<file path="config.mk">
export PLATFORM = sky130hd
export DESIGN_NAME = fan_pwm_fault_sequencer
export DESIGN_NICKNAME = d
export VERILOG_FILES = /design/src/fan_pkg.sv /design/src/fan_if.sv /design/src/fan_pwm_timebase.sv /design/src/fan_pwm_fault_sequencer.sv
export SDC_FILE = /design/constraint.sdc
export NUM_CORES = 1
export LEC_CHECK = 0
export ABC_AREA = 1
export BUFFER_PORTS_ARGS = -buffer_cell sky130_fd_sc_hd__buf_2
export CAP_MARGIN = 10
export CORE_AREA = 2 2 173 175
export DETAILED_ROUTE_END_ITERATION = 7
export DIE_AREA = 0 0 175 177
export MAX_ROUTING_LAYER = met4
export PLACE_DENSITY = 0.55
export SETUP_SLACK_MARGIN = 0.02
export SKIP_LAST_GASP = 1
export SLEW_MARGIN = 20
export SYNTH_ARGS = -nofsm -noshare
export SYNTH_HDL_FRONTEND = slang
export SYNTH_SLANG_ARGS = --single-unit
</file>
<file path="constraint.sdc">
create_clock -name i_core_clk -period 4.4 [get_ports i_core_clk]
set_clock_uncertainty 0.05 [all_clocks]
set_input_delay 0.22 -clock i_core_clk [delete_from_list [all_inputs] [get_ports i_core_clk]]
set_output_delay 0.22 -clock i_core_clk [all_outputs]
set_load 0.05 [all_outputs]
</file>
<file path="src/fan_pkg.sv">
package fan_pkg;

  // ==========================================================================
  // Core timing.
  localparam int unsigned CLK_HZ         = 125000000;
  localparam int unsigned PWM_HZ         = 30;
  // PWM period in core clocks, rounded down; a parameter default in the top.
  localparam int unsigned PWM_PERIOD_CLK = CLK_HZ / PWM_HZ;

  // ==========================================================================
  // Sequencer counter width in bits, then counts in PWM cycles.
  localparam int unsigned CNT_W          = 6;
  localparam logic [5:0]  BOOST_CYCLES   = 6'h20;
  localparam logic [5:0]  DIAG_CYCLES    = 6'h03;
  localparam logic [5:0]  MISS_CYCLES    = 6'h20;

  // ==========================================================================
  // Duty command width; full scale means 100% on.
  localparam int unsigned DUTY_W         = 8;

  // ==========================================================================
  // Sequencer states.
  typedef enum logic [2:0] {
    ST_OFF    = 3'h0,
    ST_BOOST1 = 3'h1,
    ST_BOOST2 = 3'h2,
    ST_NORMAL = 3'h3,
    ST_DIAG   = 3'h4,
    ST_RETRY  = 3'h5,
    ST_FAULT  = 3'h6
  } seq_state_t;

endpackage

</file>
<file path="src/fan_if.sv">
`timescale 1ns/1ps

// ============================================================================
// Link between the PWM time base and the sequencer.
interface fan_if;
  logic cycle_start;
  logic pwm_on;

  modport timebase (output cycle_start, output pwm_on);
  modport seq      (input cycle_start, input pwm_on);
endinterface

</file>
<file path="src/fan_pwm_timebase.sv">
`timescale 1ns/1ps

// ============================================================================
// PWM ramp counter and comparator.
module fan_pwm_timebase #(
  parameter int unsigned PERIOD_CLK = fan_pkg::PWM_PERIOD_CLK,
  parameter int unsigned DUTY_W     = fan_pkg::DUTY_W
) (
  input  wire logic              i_clk,
  input  wire logic              i_rst_n,
  input  wire logic              i_run,
  input  wire logic [DUTY_W-1:0] i_duty,
  fan_if.timebase                tb
);
  localparam int unsigned CW = $clog2(PERIOD_CLK + 1);
  localparam logic [CW-1:0] LAST = CW'(PERIOD_CLK - 1);
  localparam logic [DUTY_W-1:0] FULL = '1;

  logic [CW-1:0] ramp_q;
  logic [CW-1:0] ramp_d;
  logic [CW+DUTY_W-1:0] thr;

  // Threshold scales duty to the period; full-scale duty means always on.
  always_comb begin
    thr    = (CW+DUTY_W)'(i_duty) * (CW+DUTY_W)'(PERIOD_CLK);
    ramp_d = (ramp_q == LAST || !i_run) ? '0 : ramp_q + 1'b1;
    tb.cycle_start = i_run && (ramp_q == '0);
    tb.pwm_on = i_run && ((i_duty == FULL) ||
                ((CW+DUTY_W)'(ramp_q) * (CW+DUTY_W)'(FULL) < thr));
  end

  // The ramp restarts from zero whenever running resumes.
  always_ff @(posedge i_clk or negedge i_rst_n) begin
    if (!i_rst_n) begin
      ramp_q <= '0;
    end else begin
      ramp_q <= ramp_d;
    end
  end
endmodule

</file>
<file path="src/fan_pwm_fault_sequencer.sv">
`timescale 1ns/1ps

module fan_pwm_fault_sequencer #(
  parameter int unsigned PERIOD_CLK = fan_pkg::PWM_PERIOD_CLK,
  parameter int unsigned DUTY_W     = fan_pkg::DUTY_W,
  parameter int unsigned BLANK_CLK  = 16
) (
  // Clock and reset.
  input  wire logic              i_core_clk,
  input  wire logic              i_nrst,
  // Commands.
  input  wire logic [DUTY_W-1:0] i_temp_duty,
  input  wire logic [DUTY_W-1:0] i_min_duty,
  input  wire logic              i_shutdown,
  // Fan side.
  input  wire logic              i_sense,
  output logic                   o_fan_drive,
  output logic                   o_fault_n
);
  // ==========================================================================
  // Reset release.
  logic [1:0] rst_sync_q;
  logic       rst_n;

  always_ff @(posedge i_core_clk or negedge i_nrst) begin
    if (!i_nrst) begin
      rst_sync_q <= 2'h0;
    end else begin
      rst_sync_q <= {rst_sync_q[0], 1'b1};
    end
  end
  assign rst_n = rst_sync_q[1];

  // ==========================================================================
  // Sense synchroniser, edge detector and turn-on blanking.
  localparam int unsigned BW = $clog2(BLANK_CLK + 1);
  logic [2:0]    sense_q;
  logic [2:0]    sense_d;
  logic [BW-1:0] blank_q;
  logic [BW-1:0] blank_d;
  logic          pwm_on_q;  // Fan output one clock earlier.
  logic          pulse;
  fan_if         lnk ();

  // Only the second and third stages feed the edge detector. Blanking starts when the
  // fan output itself rises, so a boost at zero duty cannot mistake its own turn-on
  // spike for a commutation pulse.
  always_comb begin
    sense_d = {sense_q[1:0], i_sense};
    pulse   = sense_q[1] && !sense_q[2] && (blank_q == '0);
    if (o_fan_drive && !pwm_on_q) begin
      blank_d = BW'(BLANK_CLK);
    end else if (blank_q != '0) begin
      blank_d = blank_q - 1'b1;
    end else begin
      blank_d = blank_q;
    end
  end

  always_ff @(posedge i_core_clk or negedge rst_n) begin
    if (!rst_n) begin
      sense_q  <= 3'h0;
      blank_q  <= '0;
      pwm_on_q <= 1'b0;
    end else begin
      sense_q  <= sense_d;
      blank_q  <= blank_d;
      pwm_on_q <= o_fan_drive;
    end
  end

  // ==========================================================================
  // PWM time base.
  logic [DUTY_W-1:0] duty;
  logic              run;
  fan_pkg::seq_state_t st_q;
  fan_pkg::seq_state_t st_d;

  always_comb begin
    duty = (i_temp_duty > i_min_duty) ? i_temp_duty : i_min_duty;
    run  = !i_shutdown && (st_q != fan_pkg::ST_FAULT);
  end

  fan_pwm_timebase #(
    .PERIOD_CLK (PERIOD_CLK),
    .DUTY_W     (DUTY_W)
  ) u_timebase (
    .i_clk   (i_core_clk),
    .i_rst_n (rst_n),
    .i_run   (run),
    .i_duty  (duty),
    .tb      (lnk.timebase)
  );

  // ==========================================================================
  // Sequencer. Pulses are latched per PWM cycle; counters advance only at
  // cycle starts, so the PWM period is the sole time base.
  logic [fan_pkg::CNT_W-1:0] cnt_q;
  logic [fan_pkg::CNT_W-1:0] cnt_d;
  logic                      seen_q;
  logic                      seen_d;
  logic                      drive_d;
  logic                      fault_n_d;
  logic                      tick;
  logic                      got;

  always_comb begin
    st_d   = st_q;
    cnt_d  = cnt_q;
    tick   = lnk.cycle_start;
    got    = seen_q || pulse;
    seen_d = tick ? 1'b0 : got;
    if (i_shutdown) begin
      st_d   = fan_pkg::ST_OFF;
      cnt_d  = '0;
      seen_d = 1'b0;
    end else begin
      case (st_q)
        fan_pkg::ST_OFF: begin
          st_d  = fan_pkg::ST_BOOST1;
          cnt_d = '0;
        end
        fan_pkg::ST_BOOST1, fan_pkg::ST_BOOST2, fan_pkg::ST_RETRY: begin
          if (got) begin
            st_d   = fan_pkg::ST_NORMAL;
            cnt_d  = '0;
            seen_d = 1'b0;
          end else if (tick) begin
            if (cnt_q == fan_pkg::BOOST_CYCLES - 6'h01) begin
              cnt_d = '0;
              case (st_q)
                fan_pkg::ST_BOOST1: st_d = fan_pkg::ST_BOOST2;
                default:            st_d = fan_pkg::ST_FAULT;
              endcase
            end else begin
              cnt_d = cnt_q + 6'h01;
            end
          end
        end
        fan_pkg::ST_NORMAL: begin
          if (pulse) begin
            cnt_d = '0;
          end else if (tick) begin
            if (cnt_q == fan_pkg::MISS_CYCLES - 6'h01) begin
              st_d  = fan_pkg::ST_DIAG;
              cnt_d = '0;
            end else begin
              cnt_d = cnt_q + 6'h01;
            end
          end
          seen_d = 1'b0;
        end
        fan_pkg::ST_DIAG: begin
          if (got) begin
            st_d   = fan_pkg::ST_NORMAL;
            cnt_d  = '0;
            seen_d = 1'b0;
          end else if (tick) begin
            if (cnt_q == fan_pkg::DIAG_CYCLES - 6'h01) begin
              st_d  = fan_pkg::ST_RETRY;
              cnt_d = '0;
            end else begin
              cnt_d = cnt_q + 6'h01;
            end
          end
        end
        fan_pkg::ST_FAULT: begin
          st_d = fan_pkg::ST_FAULT;
        end
        default: begin
          st_d  = fan_pkg::ST_OFF;
          cnt_d = '0;
        end
      endcase
    end
    // Shutdown wins over everything, then boost phases force full on.
    if (i_shutdown || st_d == fan_pkg::ST_FAULT || st_d == fan_pkg::ST_OFF) begin
      drive_d = 1'b0;
    end else if (st_d == fan_pkg::ST_NORMAL) begin
      drive_d = lnk.pwm_on;
    end else begin
      drive_d = 1'b1;
    end
    fault_n_d = i_shutdown || (st_d != fan_pkg::ST_FAULT);
  end

  always_ff @(posedge i_core_clk or negedge rst_n) begin
    if (!rst_n) begin
      st_q        <= fan_pkg::ST_OFF;
      cnt_q       <= '0;
      seen_q      <= 1'b0;
      o_fan_drive <= 1'b0;
      o_fault_n   <= 1'b1;
    end else begin
      st_q        <= st_d;
      cnt_q       <= cnt_d;
      seen_q      <= seen_d;
      o_fan_drive <= drive_d;
      o_fault_n   <= fault_n_d;
    end
  end
endmodule

</file>
[After elaboration in Yosys (flattened, before gate mapping)]
Index checks and enable logic that the tools add are counted.
Word-level totals
  word-level logic and storage cells: 89
  flip-flop bits (word level): 45
Cells by class
  equal/unequal tests: 16
  reductions and logical operators: 25
  multipliers: 2
  mux-type cells: 31
  magnitude comparators: 2
  $add $sub $neg: 3
Operator list (count)
  $mux 6: 8
  $mux 3: 11
  $lt 30x30->1: 1
  $mul 22x8->30 const B: 1
  $mul 8x21->29 const B: 1
  $pmux 6 s4: 1
  $add 22x1->22 const B: 1
  $eq 22x22->1 const B: 1
  $logic_not 22->1: 1
  $mux 22: 1
  $pmux 3 s5: 1
  $eq 3x3->1 const B: 4
  $mux 5: 2
  $eq 3x2->1 const B: 3
  $eq 8x8->1 const B: 1
  $gt 8x8->1: 1
  $mux 8: 1
  $add 6x1->6 const B: 1
  $eq 6x2->1 const B: 1
  $eq 6x5->1 const B: 1
  $logic_and 1x1->1: 6
  $logic_not 3->1: 2
  $logic_or 1x1->1: 6
  $ne 3x3->1 const B: 2
  13 further kinds: 20

[Longest topological paths before layout]
Gate-level depths: netlist of run 1.
  depth in word-level cells: 11
  depth in mapped cells: 41

[By module]
A second synthesis of run 1 with hierarchy kept.
Unflattened totals
  cells, all modules: 1514
  area total of the unflattened synthesis: 11328.4 µm²
Modules (own cells, without submodules)
  fan_pwm_timebase: area each 9625.5 µm², cells an instance 1283, instances 1
  fan_pwm_fault_sequencer: area each 1702.9 µm², cells an instance 231, instances 1

[Worst setup path after synthesis of run 1]
No wires, ideal clock.
  path kind: input -> register
  start: in i_min_duty[7]
  end: reg o_fan_drive
  slack: -2.015 ns
  required time: 4.225 ns
  cell stages on the path: 33
  arrival time: 6.240 ns
  setup time: 0.125 ns
  path through: inv_1 -> ha_1 -> nand2_1 -> nor2_1 -> nand2_1 -> nand2_1 -> nand2_1 -> clkbuf_1 -> o21ai_0 -> fa_1 -> inv_1 -> fa_1 -> fa_1 -> fa_1 -> inv_1 -> ha_1 -> a21oi_1 -> o21ai_0 -> a21oi_1 -> o21ai_1 -> nand2_1 -> nand3_1 -> xor2_1 -> ha_1 -> nand2_1 -> nor2_1 -> nand4_1 -> nor4_1 -> nand2_1 -> nand2_1 -> nand2_1 -> nand2_1 -> a21oi_2
On the way
  word-level cells in the longest chain between the ends: 8
Ends and longest elaborated chain
  start: declaration: line fan_pwm_fault_sequencer.sv:13  | input wire logic [DUTY_W-1:0] i_min_duty,
  $gt 8x8->1: line fan_pwm_fault_sequencer.sv:80  | duty = (i_temp_duty > i_min_duty) ? i_temp_duty : i_min_duty;
  $mux 8 *: line fan_pwm_fault_sequencer.sv:80
  $mul 8x21->29: line fan_pwm_timebase.sv:25  | thr = (CW+DUTY_W)'(i_duty) * (CW+DUTY_W)'(PERIOD_CLK);
  $lt 30x30->1: line fan_pwm_timebase.sv:29  | ((CW+DUTY_W)'(ramp_q) * (CW+DUTY_W)'(FULL) < thr));
  $logic_or 1x1->1 *: line fan_pwm_timebase.sv:28  | tb.pwm_on = i_run && ((i_duty == FULL) ||
  $logic_and 1x1->1 *: line fan_pwm_timebase.sv:28
  $mux 1 *: line fan_pwm_fault_sequencer.sv:179  | end else if (st_d == fan_pkg::ST_NORMAL) begin
  $mux 1 *: line fan_pwm_fault_sequencer.sv:177  | if (i_shutdown || st_d == fan_pkg::ST_FAULT || st_d == fan_pkg::ST_OFF) begin
  named net drive_d: line fan_pwm_fault_sequencer.sv:102  | logic drive_d;
  end signal: assignment: line fan_pwm_fault_sequencer.sv:198  | o_fan_drive <= drive_d;
  end: declaration: line fan_pwm_fault_sequencer.sv:17  | output logic o_fan_drive,
Mark *: on every way through the listed nets, which the timed path passes. The rest lies on a longest branch.
A chain may end at the register's enable or synchronous reset.

[Worst setup path in the final report of run 1]
  start: in i_min_duty[1]
  end: reg o_fan_drive
The elaborated chain is that of the path after synthesis.

==> results of run 1 <==
[synth_stat cells (7+ instances only)]
master,n
dfrtp_1,44
nand3_1,47
inv_1,265
ha_1,182
nand2_1,152
a31oi_1,9
o21a_1,7
nor2_1,75
xor2_1,43
nor3_1,18
inv_2,8
fa_1,129
xnor2_1,17
a21oi_1,79
o21ai_1,7
o21ai_0,33
nand4_1,19
[final timing paths]
| check | startpoint | end | slack, ns | depth (start not counted) |
|---|---|---|---|---|
| worst max-delay path | i_min_duty[1] | o_fan_drive | -1.34 | 38 |
| worst min register to register | rst_sync_q[1] | pwm_on_q | 0.30 | 0 |
| worst max register to register | u_timebase.ramp_q[5] | o_fan_drive | -1.24 | 27 |
| max in group asynchronous | rst_sync_q[1] | u_timebase.ramp_q[4] | 3.54 | 0 |
| worst min-delay path | i_nrst | rst_sync_q[0] | 0.18 | 2 |
| min in group i_core_clk | i_shutdown | st_q[0] | 0.19 | 2 |
[layout make-up]
type	instances	share of cell area [%]
clock buffers	6	0.981
clock inverters	2	0.295
multi-input cells	875	62.1
inverters	274	7.88
well taps	390	3.71
repair buffers	289	16.5
flip-flops and latches	45	8.62
[what timing repair did]
item,CTS,global route
setup endpoints to repair,1,1
hold endpoints to repair,3,0
gates resized for setup,40,1
buffers inserted,10,0
hold buffers,2,0
pin swaps,39,0
cloned,1,0
[logic make-up (layout without fill, tap and decap cells)]
family	Yosys count	in the layout	synth area share (%)
buffers and inverters	279	571	10.5
xor gates and xnor gates	60	60	5.24
adders and majority gates	311	311	48.5
AOI/OAI and AO/OA	167	167	9.61
DFF	45	45	11.2
other	1	1	0.0374
and+or+nand+nor	335	336	14.9
[state kept, by name, summed over array words and instances, names as in the netlist]
signal	flops
sense_q	3
st_q	3
o_fault_n	1
seen_q	1
blank_q	5
pwm_on_q	1
rst_sync_q	2
cnt_q	6
u_timebase.ramp_q	22
o_fan_drive	1
[where the power goes]
part / switching [W] / internal [W]
logic: 0.00293 / 0.00290
registers: 0.0000307 / 0.000444
clock network: 0.000173 / 0.000271
[through the flow]
stage | total power, W | instance area [µm²] | setup TNS [ns] | hold slack (ns) | util, %
floorplan | 0.00398 | 10200 | -1.34 | -0.126 | -
global placement | 0.00602 | 12700 | -1.70 | -0.0447 | 43.4
detailed placement | 0.00614 | 12700 | -1.88 | -0.0408 | 43.4
CTS | 0.00681 | 13100 | -1.27 | 0.175 | 44.9
global route | 0.00760 | 13100 | -1.79 | 0.195 | 44.9
finish | 0.00674 | 13100 | -1.34 | 0.178 | 44.9
[cell usage in the layout (no fill, tap or decap), types with 6 or more instances in the layout]
master	n
nand4_1	19
buf_6	6
nand3_1	45
a21oi_2	9
nand2_4	8
nor3_1	18
fa_1	128
xor2_1	43
a21oi_1	71
nand2_1	141
inv_1	256
nor2_1	71
a31oi_1	9
nand2_2	8
nor2_2	6
ha_1	173
buf_4	261
o21ai_1	7
inv_2	16
buf_2	19
dfrtp_1	42
xnor2_1	17
o21a_1	7
ha_4	8
o21ai_0	28
[layer usage]
metal / vias to the layer above / share of wire [%] / GRT usage [%]
met5: - / 0 / -
met4: 0 / 1.1 / 2.53
met3: 17 / 1.4 / 0.881
met2: 72 / 50 / 29.7
met1: 4150 / 48 / 21.9
li1: 4392 / - / -
==> flow_summary.ini, run 1 <==
[setup_path]
cp_num_buf_inv = 5
path_common_cell = nand2_1
critical-path-top-delay-family = adder cells
cp-end-kind = register
startpoint_type = input port
critPathKind = in2reg
crit_required_ns = 4.51
slowest_delay_ns = 0.58
arrival_ns = 5.84
slowest_stage = fa_2
crit_path_max_fanout = 6

[routing]
wire_per_inst_um = 12.5
ant_nets = 0
first_pass_iters = 4
viasPerCell = 4.59
num_vias = 8631
wl_um = 23600
drc_errors = 0
dr.first_iter.drc_count = 349

[final_layout]
drive_gt1_share_pct = 25.5
syn_to_final_growth_pct = 31.1
seq_area_um2 = 1130
num_antenna_cells = 0
nFillCells = 2886
multi_input_area_um2 = 8150
fin_nets = 1821
stdcell_count = 1881

[worst_hold_path]
hold_path_class = in2async

[synthesis]
synth_top_area_share_pct = 25.8
synthCells = 1198
ys_async_sr_fraction_pct = 100
ys_top_cells_by_area = fa_1 (26%), ha_1 (23%), dfrtp_1 (11%), inv_1 (9.9%), nand2_1 (5.7%)
synth_edf_count = 0
syn_area_per_cell_um2 = 8.37
ys_ff_latch = 45
netlist_area_um2 = 10000
synth_seq_area_share_pct = 11.2
synth_cell_types = 49
ys.flop_type = dfrtp_1
yosysWarnings = 0
yosysTopAreaCell = fa_1
syn_nets = 1529

[clocking]
htreeDepth = 2
clkTransAtPathRegs_ns = 0.08
cts_buffers = 5
insertion_delay_ns = 0.30
cts_root_buf = clkbuf_16
clock_sinks = 45
clockBufferDepth = 2
cts_tree = built

[die]
die_area_um2 = 31000
ios = 22
dieWidth_um = 175
initial_core_util_pct = 34.3
core_area_um2 = 29200
fp.dieH_um = 177
fp-row-count = 63

[placed_design]
portBuffers = 21
place.gp.congestion = 0.850
place_inst = 1860
dp_worst_setup_slack_ns = -1.88
dp_hpwl_um = 21000

[status]
violations = negative setup slack
status = complete, but fails checks

[flow_run]
drv_cap = 0

[sta]
grt_setup_unrepaired = yes
post-route-period-util_pct = 130
slew_headroom_pct = 59.4
hold_viol = 0
worst_pin_slew_ns = 0.609
setup_violations = 1
drv_slew = 0
fmax_mhz = 174
period_minus_slack_ns = 5.74
final.setup.worst_slack_ns = -1.34

[global_routing]
grt-ovfl-total = 0
grt_pass1_vias = 9203
grt_pass1_wl_um = 42200
antenna_found_initial = 0
grt_max_degree = 44
track_usage_pct = 16.8

[power]
p_per_area_nw_per_um2 = 513
leakage_nw = 7.45
peakVddDrop_uv = 585
No activity file was read; power rests on OpenSTA's default activity.
==> run 2: changes to the inputs <==
REMOVE_ABC_BUFFERS = 1   (was default)
==> run 2 against run 1 <==
  * The flow still finishes with violations (negative setup slack)
  * Worst hold slack worse by 0.00054 ns
  * Sequential share of layout area hardly changed
  * Register-to-register slack is essentially flat
  * Combinational power shrank 0.9%
  * Core utilization increased by 0.051 points
  * Die area is the same
  * Critical path type unchanged
  * Clock power up 3%
  * Critical path depth fell by 3
  * Count of clock-buffer cells in the layout fell by 1
==> flow_summary.ini, run 2 (synthesized netlist as in run 1, its figures left out) <==
[status]
status = complete, but fails checks
violations = negative setup slack

[routing]
first_pass_iters = 4
top_layer = met4
wire_per_inst_um = 12.6
wl_um = 23700
met3_length_um = 387
num_vias = 8533
ant_nets = 0
wl_met1_um = 11600
drc_errors = 0
dr.first_iter.drc_count = 313
viasPerCell = 4.54
wl_met2_um = 11400

[sta]
final.setup.worst_slack_ns = -1.31
hold_ws_ns = 0.177
period_minus_slack_ns = 5.71
post-route-period-util_pct = 130
worst_pin_slew_ns = 0.965
hold_viol = 0
grt_setup_unrepaired = yes
setup_violations = 1
timing.setup.tns_ns = -1.31
fmax_mhz = 175
slew_headroom_pct = 35.3
drv_slew = 0

[placed_design]
place.gp.congestion = 0.864
dp_hpwl_um = 20900
portBuffers = 21
dp_worst_setup_slack_ns = -1.93

[die]
core_area_um2 = 29200
dieWidth_um = 175
die_area_um2 = 31000
fp.dieH_um = 177
ios = 22
initial_core_util_pct = 34.3
fp-row-count = 63

[setup_path]
cp-end-kind = register
arrival_ns = 5.82
r2r-start = u_timebase.ramp_q[4]
slowest_delay_ns = 0.53
crit_required_ns = 4.51
critPathKind = in2reg
path_common_cell = nand2_1
ff2ff_path_depth = 24
crit_start = i_temp_duty[7]
startpoint_type = input port
crit_path_max_fanout = 8
slowest_stage = fa_1

[clocking]
cts_root_buf = clkbuf_16
clockBufferDepth = 2
cts_tree = built
cts_buffers = 5
clkTransAtPathRegs_ns = 0.07
insertion_delay_ns = 0.29
htreeDepth = 2
clock_sinks = 45

[power]
swShare_pct = 47.0
p_sw_w = 0.00315
power_w = 0.00670
clockPowerShare_pct = 6.8
p_comb_share_pct = 86.1
power.internal_w = 0.00355
p_per_area_nw_per_um2 = 509
seqPwrFrac_pct = 7.1
peakVddDrop_uv = 653
leakage_nw = 7.43

[global_routing]
grt_pass1_wl_um = 41600
grt-ovfl-total = 0
track_usage_pct = 16.7
grt_pass1_vias = 8914
grt_max_degree = 44
antenna_found_initial = 0

[final_layout]
layout_commonest_cell = buf_4
largest_reg_flops = 22
final_cell_mix = buf_4 (265), inv_1 (251), ha_1 (170), nand2_1 (141), fa_1 (128)
seq_area_um2 = 1130
largestRegisters = u_timebase.ramp_q: 22 flops, cnt_q: 6 flops, blank_q: 5 flops
nFillCells = 2862
fin_nets = 1820
top_register = u_timebase.ramp_q
multi_input_area_um2 = 8120
drive_gt1_share_pct = 26.0
num_antenna_cells = 0
syn_to_final_growth_pct = 31.2

[flow_run]
drv_cap = 0

[worst_hold_path]
min_path_cells = 2
hold_path_class = in2reg
hp-start = i_shutdown
-- run 2: cell types whose count changed in the layout (fill, tap and decap cells not counted), sizes merged --
cell,before,now
clkbuf,6,5
clkinv,1,2
nand2,158,157
-- run 2: metal layers --
layer	GRT usage, %	up-vias
met4	2.88	0
met3	0.924	20
met2	28.7	82
met1	22.1	4043
li1	-	4388
met5	-	-
-- run 2: area by class of cell --
type                       instances  share of cell area (%)
multi-input combinational        874                    61.8
timing repair buffer             289                    16.7
tap                              390                    3.71
clock inverter                     3                   0.380
inverter                         274                    7.89
sequential                        45                    8.60
clock buffer                       5                   0.951
-- run 2: through the flow --
stage,cell area [µm²],utilization [%],std cells
floorplan,10000,-,1193
global placement,12500,42.7,1856
detailed placement,12500,42.7,1856
CTS,13100,44.7,1877
global route,13200,45.0,1880
finish,13200,45.0,1880
-- run 2: power groups by stage --
stage               sequential [W]  combinational (W)  clock (W)
global placement          0.000483            0.00514          0
floorplan                 0.000478            0.00321          0
detailed placement        0.000483            0.00521          0
global route              0.000481            0.00656   0.000484
CTS                       0.000475            0.00564   0.000469
finish                    0.000475            0.00577   0.000457
-- run 2: what timing repair did --
action,4_1_cts,5_1_grt
endpoints found under the setup margin,1,1
pin swaps,41,27
setup buffers,11,3
resized for setup,66,23
endpoints found under the hold margin,3,0
hold buffers,2,0
-- run 2: final timing paths --
kind                       slack (ns)       endpoint
setup reg to reg                -1.23    o_fan_drive
min in group asynchronous        0.19  rst_sync_q[1]
hold / removal                   0.18        st_q[0]
hold reg to reg                  0.30     blank_q[3]
setup / recovery                -1.31    o_fan_drive
max in group asynchronous        3.59         seen_q
-- run 2: worst max-delay path: cells and delay by family --
family | cells | cell delay [ns]
AO/OA/AOI/OAI | 3 | 0.27
XOR/XNOR | 1 | 0.15
buffers and inverters | 6 | 0.59
adder cells (fa/ha/maj) | 7 | 2.76
AND/OR/NAND/NOR | 18 | 1.83
==> run 3: changes to the inputs <==
RECOVER_POWER = 25   (was default)
SETUP_SLACK_MARGIN = default   (was 0.02)
==> run 3 against run 2 <==
  * The flow finishes with violations (max-capacitance violations, max-slew violations, negative setup slack)
  * First-iteration DRC count did not move
  * Non-clock buffer count did not move
  * Total power barely moved
  * Critical path depth did not move
  * Global-route usage did not move
  * Sequential power barely moved
  * Die area did not move
  * Setup slack did not move
  * Via count fell by 0.12%
  * Final area barely moved
  * Core utilization barely moved
  * Fmax did not move
==> flow_summary.ini, run 3 (synthesized netlist as in run 1, its figures left out) <==
[status]
status = complete, but fails checks
violations = max-capacitance violations, max-slew violations, negative setup slack

[setup_path]
slowest_delay_ns = 0.53
arrival_ns = 5.82
startpoint_type = input port
critical-path-top-delay-family = adder cells
cp_num_buf_inv = 6
path_common_cell = nand2_1
critPathKind = in2reg
crit_path_max_fanout = 8
cp-end-kind = register
slowest_stage = fa_1
crit_required_ns = 4.51

[global_routing]
antenna_found_initial = 0
grt_max_degree = 44
grt-ovfl-total = 0
grt_pass1_vias = 8914
track_usage_pct = 16.7
grt_pass1_wl_um = 41600

[routing]
viasPerCell = 4.53
wl_um = 23700
dr.first_iter.drc_count = 313
drc_errors = 0
ant_nets = 0
first_pass_iters = 4
num_vias = 8523
wire_per_inst_um = 12.6

[power]
leakage_nw = 7.43
p_per_area_nw_per_um2 = 510
peakVddDrop_uv = 653

[sta]
fmax_mhz = 175
grt_setup_unrepaired = yes
final.setup.worst_slack_ns = -1.31
hold_ws_ns = 0.178
worst_pin_slew_ns = 1.86
hold_viol = 0
slew_headroom_pct = -23.8
post-route-period-util_pct = 130
period_minus_slack_ns = 5.71
drv_slew = 44
setup_violations = 1

[die]
fp.dieH_um = 177
core_area_um2 = 29200
initial_core_util_pct = 34.3
ios = 22
fp-row-count = 63
die_area_um2 = 31000
dieWidth_um = 175

[placed_design]
postPlaceCellArea_um2 = 12500
place.gp.congestion = 0.864
dp_worst_setup_slack_ns = -1.93
portBuffers = 21
dp_hpwl_um = 20900

[final_layout]
fin_nets = 1820
nFillCells = 2865
num_antenna_cells = 0
largest_reg_flops = 22
drive_gt1_share_pct = 25.8
top_register = u_timebase.ramp_q
final_cell_mix = buf_4 (265), inv_1 (251), ha_1 (170), nand2_1 (141), fa_1 (128)
fin_util_pct = 45.0
layout_commonest_cell = buf_4
largestRegisters = u_timebase.ramp_q: 22 flops, cnt_q: 6 flops, blank_q: 5 flops
fin_area_um2 = 13200
syn_to_final_growth_pct = 31.2

[clocking]
cts_root_buf = clkbuf_16
cts_tree = built
clockBufferDepth = 2
clock_sinks = 45
clkTransAtPathRegs_ns = 0.07
cts_buffers = 5
htreeDepth = 2
insertion_delay_ns = 0.29

[worst_hold_path]
hold_path_class = in2reg

[flow_run]
drv_cap = 1
[run 3: cell types whose count changed in the layout (fill, tap and decap cells not counted)]
cell | before | now
clkbuf_1 | 0 | 1
dfrtp_1 | 43 | 44
dfrtp_4 | 1 | 0
buf_2 | 10 | 9
[run 3: worst paths after layout]
| path | to | start | slack [ns] | cells past startpoint |
|---|---|---|---|---|
| max in group asynchronous | seen_q | rst_sync_q[1] | 2.49 | 0 |
| setup / recovery | o_fan_drive | i_temp_duty[7] | -1.31 | 35 |
| min in group asynchronous | rst_sync_q[1] | i_nrst | 0.19 | 2 |
| setup reg to reg | o_fan_drive | u_timebase.ramp_q[4] | -1.23 | 24 |
| hold reg to reg | sense_q[1] | sense_q[0] | 0.31 | 0 |
| hold / removal | st_q[0] | i_shutdown | 0.18 | 2 |
[run 3: routing by layer]
layer | routed length [µm] | part of all wire, % | track usage [%] | vias to the layer above
li1 | - | - | - | 4388
met5 | 0 | 0 | - | -
met1 | 11600 | 49 | 22.1 | 4035
met4 | 318 | 1.3 | 2.88 | 0
met3 | 384 | 1.6 | 0.924 | 20
met2 | 11400 | 48 | 28.7 | 80
[run 3: power by group]
| part | internal [W] | switching [W] |
|---|---|---|
| logic | 0.00284 | 0.00293 |
| registers | 0.000443 | 0.0000311 |
| clock network | 0.000274 | 0.000184 |
[run 3: timing repair]
| action | in CTS | in global routing |
|---|---|---|
| endpoints found under the setup margin | 1 | 1 |
| resized for setup | 66 | 23 |
| pin swaps | 41 | 27 |
| hold buffers | 2 | 0 |
| endpoints found under the hold margin | 3 | 0 |
| buffers inserted | 11 | 3 |
[run 3: area by class of cell]
cell class | count | area (µm²) | area share, %
clock buffer | 5 | 125 | 0.951
clock inverter | 3 | 50.0 | 0.381
inverter | 274 | 1040 | 7.90
multi-input combinational | 874 | 8120 | 61.8
sequential | 45 | 1130 | 8.57
tap | 390 | 488 | 3.71
timing repair buffer | 289 | 2200 | 16.7
[run 3: metrics by stage]
step | cells | power (W) | setup TNS, ns
floorplan | 1193 | 0.00369 | -1.96
global placement | 1856 | 0.00562 | -1.80
detailed placement | 1856 | 0.00570 | -1.93
CTS | 1877 | 0.00658 | -1.37
global route | 1880 | 0.00752 | -1.69
finish | 1880 | 0.00670 | -1.31
